$ cat src/design/vtpg_pkg.sv
// register map, field layout and pattern codes of the video test pattern generator
// shared by the generator core and its testbench
package vtpg_pkg;
    // direct register offsets
    localparam logic [7:0] ADDR_CTL   = 8'h10;
    localparam logic [7:0] ADDR_CFG   = 8'h11;
    localparam logic [7:0] ADDR_RED   = 8'h12;
    localparam logic [7:0] ADDR_GRN   = 8'h13;
    localparam logic [7:0] ADDR_BLU   = 8'h14;
    localparam logic [7:0] ADDR_TSC   = 8'h15;
    localparam logic [7:0] ADDR_ORD0  = 8'h16;
    localparam logic [7:0] ADDR_ORD7  = 8'h1d;
    localparam logic [7:0] ADDR_STAT  = 8'h1e;
    localparam logic [7:0] ADDR_IADDR = 8'h66;
    localparam logic [7:0] ADDR_IDATA = 8'h67;

    // pattern_control fields
    localparam int CTL_PAT_HI = 4;
    localparam int CTL_INV    = 5;
    localparam int CTL_CKC    = 6;
    localparam int CTL_VCF    = 7;
    // pattern_config fields
    localparam int CFG_EN     = 0;
    localparam int CFG_B18    = 1;
    localparam int CFG_TM_LO  = 2;
    localparam int CFG_TM_HI  = 3;
    localparam int CFG_GINV   = 4;
    localparam int CFG_SCR    = 5;

    localparam logic [1:0] TM_EXT     = 2'h0;
    localparam logic [1:0] TM_INT_OSC = 2'h1;

    // reset values
    localparam logic [7:0] CTL_RST = 8'h01;
    localparam logic [7:0] REG_RST = 8'h00;

    // indirect space indices
    localparam logic [3:0] IX_HACT_LO = 4'h0;
    localparam logic [3:0] IX_HACT_HI = 4'h1;
    localparam logic [3:0] IX_VACT_LO = 4'h2;
    localparam logic [3:0] IX_VACT_HI = 4'h3;
    localparam logic [3:0] IX_HBLK    = 4'h4;
    localparam logic [3:0] IX_VBLK    = 4'h5;
    localparam logic [3:0] IX_HSW     = 4'h6;
    localparam logic [3:0] IX_VSW     = 4'h7;
    localparam logic [3:0] IX_OSC_DIV = 4'h8;

    // pattern codes
    localparam logic [4:0] PAT_WHITE   = 5'h01;
    localparam logic [4:0] PAT_RED     = 5'h03;
    localparam logic [4:0] PAT_GREEN   = 5'h04;
    localparam logic [4:0] PAT_BLUE    = 5'h05;
    localparam logic [4:0] PAT_HR_GRAY = 5'h06;
    localparam logic [4:0] PAT_HR_RED  = 5'h07;
    localparam logic [4:0] PAT_HR_GRN  = 5'h08;
    localparam logic [4:0] PAT_HR_BLU  = 5'h09;
    localparam logic [4:0] PAT_VR_GRAY = 5'h0a;
    localparam logic [4:0] PAT_VR_RED  = 5'h0b;
    localparam logic [4:0] PAT_VR_GRN  = 5'h0c;
    localparam logic [4:0] PAT_VR_BLU  = 5'h0d;
    localparam logic [4:0] PAT_CUSTOM  = 5'h0e;
    localparam logic [4:0] PAT_CHECK   = 5'h0f;
    localparam logic [4:0] PAT_VCOM    = 5'h10;
    localparam logic [4:0] PAT_BARS    = 5'h11;

    localparam logic [23:0] COL_WHITE = 24'hffffff;
    localparam logic [23:0] COL_BLACK = 24'h000000;
    localparam logic [7:0]  MASK_18   = 8'hfc;
    localparam int          CHK_BIT   = 4;
    localparam logic [14:0] BAR_COUNT = 15'h0008;
    localparam logic [19:0] RAMP_TOP  = 20'h000ff;
    // index 0 is the first bar at the left edge
    localparam logic [7:0][23:0] BAR_COLORS = {24'h000000, 24'h0000ff, 24'hff0000, 24'hff00ff,
                                               24'h00ff00, 24'h00ffff, 24'hffff00, 24'hffffff};
    localparam logic [3:0][23:0] VCOM_COLORS = {24'hff0000, 24'h0000ff, 24'h00ffff, 24'hffff00};
endpackage

$ cat src/design/pin_sync.sv
// three-stage synchroniser with agreement filter for a bundle of pins
// assumes each bit is an independent level from outside the sys_clk_i domain
`timescale 1ns/1ps
module pin_sync #(
    parameter int W = 28
) (
    input  wire logic         sys_clk_i,
    input  wire logic         sys_rst_i,
    input  wire logic [W-1:0] async_i,
    output logic      [W-1:0] sync_o
);
    typedef struct packed {
        logic [W-1:0] s1;
        logic [W-1:0] s2;
        logic [W-1:0] s3;
        logic [W-1:0] q;
    } sync_state_t;

    sync_state_t st_q;
    sync_state_t st_d;

    always_comb
    begin
        st_d    = st_q;
        st_d.s1 = async_i;
        st_d.s2 = st_q.s1;
        st_d.s3 = st_q.s2;
        // a bit only moves once stages two and three agree
        st_d.q  = (~(st_q.s2 ^ st_q.s3) & st_q.s3) | ((st_q.s2 ^ st_q.s3) & st_q.q);
    end

    always_ff @(posedge sys_clk_i or posedge sys_rst_i)
    begin
        if (sys_rst_i)
            st_q <= '0;
        else
            st_q <= st_d;
    end

    assign sync_o = st_q.q;
endmodule

$ cat src/design/video_test_pattern_generator.sv
// video test pattern generator core: registers, timing, patterns, output pipe
// assumes a serial-control slave on sys_clk_i drives the register port
`timescale 1ns/1ps
module video_test_pattern_generator
    import vtpg_pkg::*;
(
    input  wire logic       sys_clk_i,
    input  wire logic       sys_rst_i,
    input  wire logic       power_down_i,
    input  wire logic       pixel_clk_i,
    input  wire logic       data_enable_i,
    input  wire logic       horizontal_sync_i,
    input  wire logic       vertical_sync_i,
    input  wire logic [7:0] red_i,
    input  wire logic [7:0] green_i,
    input  wire logic [7:0] blue_i,
    input  wire logic [7:0] reg_addr_i,
    input  wire logic [7:0] reg_wdata_i,
    input  wire logic       reg_write_i,
    input  wire logic       reg_read_i,
    output logic      [7:0] reg_rdata_o,
    output logic            pixel_stb_o,
    output logic            data_enable_o,
    output logic            horizontal_sync_o,
    output logic            vertical_sync_o,
    output logic      [7:0] red_o,
    output logic      [7:0] green_o,
    output logic      [7:0] blue_o
);
    typedef struct packed {
        logic [7:0]       ctl;
        logic [7:0]       cfg;
        logic [7:0]       cr;
        logic [7:0]       cg;
        logic [7:0]       cb;
        logic [7:0]       tsc;
        logic [7:0][7:0]  ord;
        logic [7:0]       ia;
        logic [15:0][7:0] ind;
        logic [7:0]       rdata;
        logic             pclk_prev;
        logic [7:0]       div;
        logic             stb;
        logic [11:0]      ih;
        logic [11:0]      iv;
        logic             de1;
        logic             hs1;
        logic             vs1;
        logic             de2;
        logic             hs2;
        logic             vs2;
        logic [23:0]      rgb1;
        logic [23:0]      rgb2;
        logic [11:0]      x;
        logic [11:0]      y;
        logic [11:0]      wid;
        logic [11:0]      hgt;
        logic [12:0]      run;
        logic             vb_done;
        logic [3:0]       sidx;
    } gen_state_t;

    gen_state_t  st_q;
    gen_state_t  st_d;
    logic [27:0] sy;
    logic        tick;
    logic        fe;
    logic        run_hit;
    logic        active;
    logic        scroll;
    logic [1:0]  tmode;
    logic [4:0]  cur_pat;
    logic [11:0] hact;
    logic [11:0] vact;
    logic [11:0] htot;
    logic [11:0] vtot;
    logic        src_de;
    logic        src_hs;
    logic        src_vs;
    logic [11:0] wdiv;
    logic [11:0] hdiv;
    logic [7:0]  hl;
    logic [7:0]  vl;
    logic [2:0]  bar;
    logic [23:0] chkc;
    logic [23:0] pix;

    // ------------------------------------------------------------
    // pin synchronisation
    // ------------------------------------------------------------
    pin_sync #(.W(28)) u_sync (
        .sys_clk_i (sys_clk_i),
        .sys_rst_i (sys_rst_i),
        .async_i   ({pixel_clk_i, data_enable_i, horizontal_sync_i, vertical_sync_i,
                     red_i, green_i, blue_i}),
        .sync_o    (sy)
    );

    // ------------------------------------------------------------
    // pattern colour for one pixel
    // ------------------------------------------------------------
    function automatic logic [23:0] pat_rgb(input logic [4:0] p, input logic [7:0] h, input logic [7:0] v,
                                            input logic [2:0] b, input logic [1:0] vc, input logic ck,
                                            input logic [23:0] cust, input logic [23:0] chk);
        logic [7:0]  lv;
        logic [23:0] c;
        lv = (p < PAT_VR_GRAY) ? h : v;
        case (p)
            PAT_WHITE:                c = COL_WHITE;
            PAT_RED:                  c = {8'hff, 16'h0000};
            PAT_GREEN:                c = {8'h00, 8'hff, 8'h00};
            PAT_BLUE:                 c = {16'h0000, 8'hff};
            PAT_HR_GRAY, PAT_VR_GRAY: c = {lv, lv, lv};
            PAT_HR_RED, PAT_VR_RED:   c = {lv, 16'h0000};
            PAT_HR_GRN, PAT_VR_GRN:   c = {8'h00, lv, 8'h00};
            PAT_HR_BLU, PAT_VR_BLU:   c = {16'h0000, lv};
            PAT_CUSTOM:               c = cust;
            PAT_CHECK:                c = ck ? chk : COL_BLACK;
            PAT_VCOM:                 c = VCOM_COLORS[vc];
            PAT_BARS:                 c = BAR_COLORS[b];
            default:                  c = COL_BLACK;
        endcase
        return c;
    endfunction

    // ------------------------------------------------------------
    // next-state logic
    // ------------------------------------------------------------
    always_comb
    begin
        st_d   = st_q;
        tmode  = st_q.cfg[CFG_TM_HI:CFG_TM_LO];
        active = st_q.cfg[CFG_EN] & ~power_down_i;
        scroll = st_q.cfg[CFG_SCR];
        // pixel rate: sampled pin clock or divided system clock
        st_d.pclk_prev = sy[27];
        if (tmode == TM_INT_OSC)
        begin
            tick     = st_q.div == st_q.ind[IX_OSC_DIV];
            st_d.div = tick ? 8'h00 : st_q.div + 8'h01;
        end
        else
        begin
            tick     = sy[27] & ~st_q.pclk_prev;
            st_d.div = 8'h00;
        end
        st_d.stb = tick;
        // internal timing generator
        hact   = {st_q.ind[IX_HACT_HI][3:0], st_q.ind[IX_HACT_LO]};
        vact   = {st_q.ind[IX_VACT_HI][3:0], st_q.ind[IX_VACT_LO]};
        htot   = 12'(hact + st_q.ind[IX_HBLK]);
        vtot   = 12'(vact + st_q.ind[IX_VBLK]);
        if (tmode == TM_EXT)
        begin
            src_de = sy[26];
            src_hs = sy[25];
            src_vs = sy[24];
        end
        else
        begin
            src_de = (st_q.ih < hact) && (st_q.iv < vact);
            src_hs = (st_q.ih >= hact) && (st_q.ih < 12'(hact + st_q.ind[IX_HSW]));
            src_vs = (st_q.iv >= vact) && (st_q.iv < 12'(vact + st_q.ind[IX_VSW]));
        end
        // frame end: sync edge, or a blank run reaching twice the measured active width
        run_hit = ~src_de && (st_q.wid != 12'h000) && (st_q.run == {1'b0, st_q.wid} + {1'b0, st_q.wid});
        fe      = tick && !st_q.vb_done && ((src_vs && !st_q.vs1) || run_hit);
        // ramp scaling from measured size
        wdiv = (st_q.wid == 12'h000) ? 12'h001 : st_q.wid;
        hdiv = (st_q.hgt == 12'h000) ? 12'h001 : st_q.hgt;
        hl   = 8'((20'(st_q.x) * RAMP_TOP) / 20'(wdiv));
        vl   = 8'((20'(st_q.y) * RAMP_TOP) / 20'(hdiv));
        bar  = 3'((15'(st_q.x) * BAR_COUNT) / 15'(wdiv));
        // nibble entries map to patterns 1..16, so bars cannot be scrolled
        cur_pat = scroll ? 5'({1'b0, st_q.ord[st_q.sidx[3:1]] >> {st_q.sidx[0], 2'b00}} & 5'h0f) + 5'h01
                         : st_q.ctl[CTL_PAT_HI:0];
        chkc    = st_q.ctl[CTL_CKC] ? {st_q.cr, st_q.cg, st_q.cb} : COL_WHITE;
        pix     = pat_rgb(cur_pat, hl, vl, bar,
                          st_q.x[1:0] ^ {2{st_q.ctl[CTL_VCF]}},
                          st_q.x[CHK_BIT] ^ st_q.y[CHK_BIT],
                          {st_q.cr, st_q.cg, st_q.cb}, chkc);
        if (st_q.ctl[CTL_INV])
            pix = ~pix;
        if (st_q.cfg[CFG_GINV])
            pix = ~pix;
        if (st_q.cfg[CFG_B18])
            pix = pix & {MASK_18, MASK_18, MASK_18};
        if (tick)
        begin
            if (st_q.ih >= 12'(htot - 12'h001))
            begin
                st_d.ih = 12'h000;
                st_d.iv = (st_q.iv >= 12'(vtot - 12'h001)) ? 12'h000 : st_q.iv + 12'h001;
            end
            else
                st_d.ih = st_q.ih + 12'h001;
            // two-stage control and pixel pipe
            st_d.de1  = src_de;
            st_d.hs1  = src_hs;
            st_d.vs1  = src_vs;
            st_d.de2  = st_q.de1;
            st_d.hs2  = st_q.hs1;
            st_d.vs2  = st_q.vs1;
            st_d.rgb1 = active ? pix : sy[23:0];
            st_d.rgb2 = st_q.rgb1;
            // frame geometry measurement
            if (src_de)
            begin
                st_d.x       = st_q.x + 12'h001;
                st_d.run     = 13'h0000;
                st_d.vb_done = 1'b0;
            end
            else
            begin
                st_d.run = (st_q.run == 13'h1fff) ? st_q.run : st_q.run + 13'h0001;
                if (st_q.de1)
                begin
                    st_d.wid = st_q.x;
                    st_d.x   = 12'h000;
                    st_d.y   = st_q.y + 12'h001;
                end
            end
            if (fe)
            begin
                st_d.hgt     = st_q.y;
                st_d.y       = 12'h000;
                st_d.x       = 12'h000;
                st_d.vb_done = 1'b1;
                if (scroll)
                    st_d.sidx = (st_q.sidx >= st_q.tsc[3:0]) ? 4'h0 : st_q.sidx + 4'h1;
            end
        end
        if (!scroll)
            st_d.sidx = 4'h0;
        if (power_down_i)
        begin
            st_d.de2  = 1'b0;
            st_d.hs2  = 1'b0;
            st_d.vs2  = 1'b0;
            st_d.rgb2 = COL_BLACK;
        end
        // register port
        if (reg_write_i)
        begin
            unique case (reg_addr_i)
                ADDR_CTL:   st_d.ctl = reg_wdata_i;
                ADDR_CFG:   st_d.cfg = reg_wdata_i;
                ADDR_RED:   st_d.cr  = reg_wdata_i;
                ADDR_GRN:   st_d.cg  = reg_wdata_i;
                ADDR_BLU:   st_d.cb  = reg_wdata_i;
                ADDR_TSC:   st_d.tsc = reg_wdata_i;
                ADDR_IADDR: st_d.ia  = reg_wdata_i;
                ADDR_IDATA: st_d.ind[st_q.ia[3:0]] = reg_wdata_i;
                default:
                begin
                    if (reg_addr_i >= ADDR_ORD0 && reg_addr_i <= ADDR_ORD7)
                        st_d.ord[3'(reg_addr_i - ADDR_ORD0)] = reg_wdata_i;
                end
            endcase
        end
        if (reg_read_i)
        begin
            unique case (reg_addr_i)
                ADDR_CTL:   st_d.rdata = st_q.ctl;
                ADDR_CFG:   st_d.rdata = st_q.cfg;
                ADDR_RED:   st_d.rdata = st_q.cr;
                ADDR_GRN:   st_d.rdata = st_q.cg;
                ADDR_BLU:   st_d.rdata = st_q.cb;
                ADDR_TSC:   st_d.rdata = st_q.tsc;
                ADDR_STAT:  st_d.rdata = {st_q.sidx, 1'b0, st_q.vb_done, tick, active};
                ADDR_IADDR: st_d.rdata = st_q.ia;
                ADDR_IDATA: st_d.rdata = st_q.ind[st_q.ia[3:0]];
                default:
                begin
                    if (reg_addr_i >= ADDR_ORD0 && reg_addr_i <= ADDR_ORD7)
                        st_d.rdata = st_q.ord[3'(reg_addr_i - ADDR_ORD0)];
                    else
                        st_d.rdata = REG_RST;
                end
            endcase
        end
    end

    // ------------------------------------------------------------
    // state register
    // ------------------------------------------------------------
    always_ff @(posedge sys_clk_i or posedge sys_rst_i)
    begin
        if (sys_rst_i)
        begin
            st_q     <= '0;
            st_q.ctl <= CTL_RST;
            st_q.cfg <= REG_RST;
        end
        else
            st_q <= st_d;
    end

    assign reg_rdata_o       = st_q.rdata;
    assign pixel_stb_o       = st_q.stb;
    assign data_enable_o     = st_q.de2;
    assign horizontal_sync_o = st_q.hs2;
    assign vertical_sync_o   = st_q.vs2;
    assign red_o             = st_q.rgb2[23:16];
    assign green_o           = st_q.rgb2[15:8];
    assign blue_o            = st_q.rgb2[7:0];
endmodule

$ cat config.mk
export PLATFORM = sky130hd
export DESIGN_NAME = video_test_pattern_generator
export DESIGN_NICKNAME = d
export VERILOG_FILES = /design/src/design/vtpg_pkg.sv /design/src/design/pin_sync.sv /design/src/design/video_test_pattern_generator.sv
export SDC_FILE = /design/constraint.sdc
export NUM_CORES = 2
export LEC_CHECK = 0
export ABC_CLOCK_PERIOD_IN_PS = 57400
export BUFFER_PORTS_ARGS = -buffer_cell sky130_fd_sc_hd__buf_2
export CORE_ASPECT_RATIO = 0.6
export CORE_UTILIZATION = 49
export DETAILED_ROUTE_END_ITERATION = 8
export GPL_ROUTABILITY_DRIVEN = 1
export MAX_ROUTING_LAYER = met4
export PLACE_DENSITY = 0.69
export SYNTH_ARGS = -nofsm -noshare
export SYNTH_HDL_FRONTEND = slang
export SYNTH_HIERARCHICAL = 1
export SYNTH_SLANG_ARGS = --single-unit
$ cat constraint.sdc
create_clock -name sys_clk_i -period 57.4 [get_ports sys_clk_i]
set_clock_uncertainty 0.2 [all_clocks]
set_input_delay 2.87 -clock sys_clk_i [delete_from_list [all_inputs] [get_ports sys_clk_i]]
set_output_delay 2.87 -clock sys_clk_i [all_outputs]
set_load 0.02 [all_outputs]
==> metrics.cfg <==
[floorplan]
fp.dieW_um=434
core.rowCount=94
start_util_pct=49.8
die-height_um=261
core_mm2=0.110
die_area_mm2=0.114
ioPinCount=85

[cts]
cts_buffer_depth=3
cts_buffers=44
cts.clk_slew.worst_paths_ns=0.08
tritoncts=yes
clock_sinks=522
clock_latency_ns=0.61
clockRootBuffer=clkbuf_16
postCtsSetupBuffers=0
cts.htree.levels=2

[drt]
first_pass_iters=7
drcViolationCount=0
via_per_inst=6.08
ant_nets=0
drt_iter0_drc=4580
finalWirelength_um=155000
routedWlPerCell_um=20.2
vias=46700

[logic_synthesis]
synth-warning-count=6
synth_enable_flop_cells=0
synth_seq_area_share_pct=23.8
synth.avg_cell_area_um2=8.86
yosys.area.top_type=dfrtp_1
yosysTopAreaCellShare_pct=23.7
synthesis.area_mm2=0.0550
synth_area_leaders=dfrtp_1 24%, ha_1 16%, mux2_2 6.5%
syn_inst=6200
synthArstFlopShare_pct=100
synth_cell_types=110
synth_nets=7059
synth-seq-cells=522
synth_ff_type=dfrtp_1

[sta]
hold_viol=0
setup-violations-final=0
fmax_ghz=0.0188
holdWs_ns=0.149
rsz0062_at_grt=no
tightest_slew_ns=1.37
period_share_pct=92.6
fin_crit_ns=53.16
maxSlewHeadroom_pct=7.96
setup_tns_ns=0
slew_violations=0

[finish]
synthToLayoutAreaGrowth_pct=5.96
seq_area_mm2=0.0131
multi_input_area_mm2=0.0392
fillers=10100
layout_common_cells=704 x ha_1, 552 x nand2_1, 520 x dfrtp_1
final_common_cell=ha_1
fin_nets=7012
final_layout_size_suffix_gt1_share_pct=12.6

[placement]
io_buffers=84
gp_congestion=0.980
dp_hpwl_um=119000

[setup_path]
critPathMaxFanout=24
critPathMostFrequentCell=o21a_1
cpPeakStageDelay_ns=0.69
critPathKind=flop to flop
critPathCaptureType=flop
crit_arrival_ns=53.46
cp-start-kind=flop
cp.required_ns=57.70
rr_worst_depth=215
slowest_stage=o31ai_2

[run_status]
status=complete, no violations

[job]
max_cap_viol_count=0

[global_route]
grt_pass1_vias=44300
grtUsageTotal_pct=27.8
grt_pass1_wl_um=247000
grt_start_max_net_pins=162
antenna_found_initial=4
grt.overflow.total=0

[worst_hold_path]
hold_class=flop to flop
hold_path_depth=0

Yosys cell counts, types with 25 or more instances:
library cell / n
a211oi_1: 43
a21o_1: 116
a21oi_1: 368
a31oi_1: 39
and2_1: 38
and3_1: 41
buf_4: 61
clkbuf_1: 165
dfrtp_1: 521
fa_1: 106
ha_1: 704
inv_1: 407
maj3_2: 29
mux2_2: 315
mux2i_1: 60
mux4_2: 76
nand2_1: 553
nand2b_1: 86
nand3_1: 87
nand4_1: 40
nor2_1: 431
nor2b_1: 66
nor3_1: 216
nor4_1: 34
o211ai_1: 38
o21a_1: 209
o21ai_0: 376
o21bai_1: 36
o221ai_1: 25
o31ai_1: 126
or2_2: 45
or3_1: 56
xnor2_1: 191
xor2_1: 132
worst max-delay path, delay by kind of cell (launching register included):
kind                     cells  cell delay, ns
flip-flops                   1            0.66
XOR/XNOR                     1            0.18
AO/OA/AOI/OAI              119           29.35
buffers and inverters       12            2.57
multiplexers                 5            1.21
adder cells (fa/ha/maj)     25            8.48
AND/OR/NAND/NOR             53           10.26
cells by family after synthesis:
family,share of synthesized area (%)
compound gates,19.5
buf+inv,5.01
xor+xnor,5.15
simple gates,15.4
mux,10.7
fa+ha+maj,20.5
flops,23.8
repair_timing:
item / 4_1_cts / 5_1_grt
resized for setup: 0 / 10
hold buffers: 0 / 0
endpoints found under the setup margin: 0 / 3
final timing paths:
path                                  from         endpoint  slack, ns
max in group asynchronous        sys_rst_i        st_q[280]      52.41
min in group asynchronous        sys_rst_i        blue_o[3]       2.20
min                        u_sync/st_d[58]  u_sync/st_d[30]       0.15
max                               st_q[46]         st_q[90]       4.24
min reg2reg                u_sync/st_d[58]  u_sync/st_d[30]       0.15
max reg2reg                       st_q[46]         st_q[90]       4.24
per-layer routing:
metal | GRT usage (%) | vias up | share of wire, %
met5 | - | - | 0
met4 | 3.89 | 0 | 1.3
met3 | 5.66 | 155 | 8.8
met2 | 37.6 | 1647 | 39
met1 | 42.7 | 22500 | 50
li1 | - | 22400 | -
sequential cells by signal, summed over array words and instances (netlist names), named ones only:
name,count
blue_o,8
data_enable_o,1
green_o,8
hact,12
horizontal_sync_o,1
pixel_stb_o,1
red_o,8
reg_rdata_o,8
scroll,1
st_q,361
u_sync/st_d,56
u_sync/st_q,28
vertical_sync_o,1
through the flow:
| step | instance area [um^2] | utilization [%] | instances | setup WS [ns] |
|---|---|---|---|---|
| 2_1_floorplan | 55000 | - | 6200 | 11.13 |
| 3_3_place_gp | 56700 | 51.3 | 7595 | 3.95 |
| 5_1_grt | 58200 | 52.7 | 7679 | 0.0358 |
| 3_5_place_dp | 56700 | 51.3 | 7595 | 3.33 |
| 6_report | 58200 | 52.7 | 7679 | 4.24 |
| 4_1_cts | 58200 | 52.7 | 7676 | 3.08 |
area by class of cell:
| cell class | count | share of cell area [%] |
|---|---|---|
| antenna | 3 | 0.0129 |
| clock buffer | 61 | 2.19 |
| clock inverter | 20 | 0.404 |
| inverter | 410 | 2.66 |
| multi-input combinational | 5014 | 67.4 |
| sequential | 522 | 22.4 |
| tap | 1488 | 3.20 |
| timing repair buffer | 161 | 1.74 |
Power is left out: the tool's default activity adds up to more than one toggle a clock period on the data nets, which glitch-free logic cannot reach.
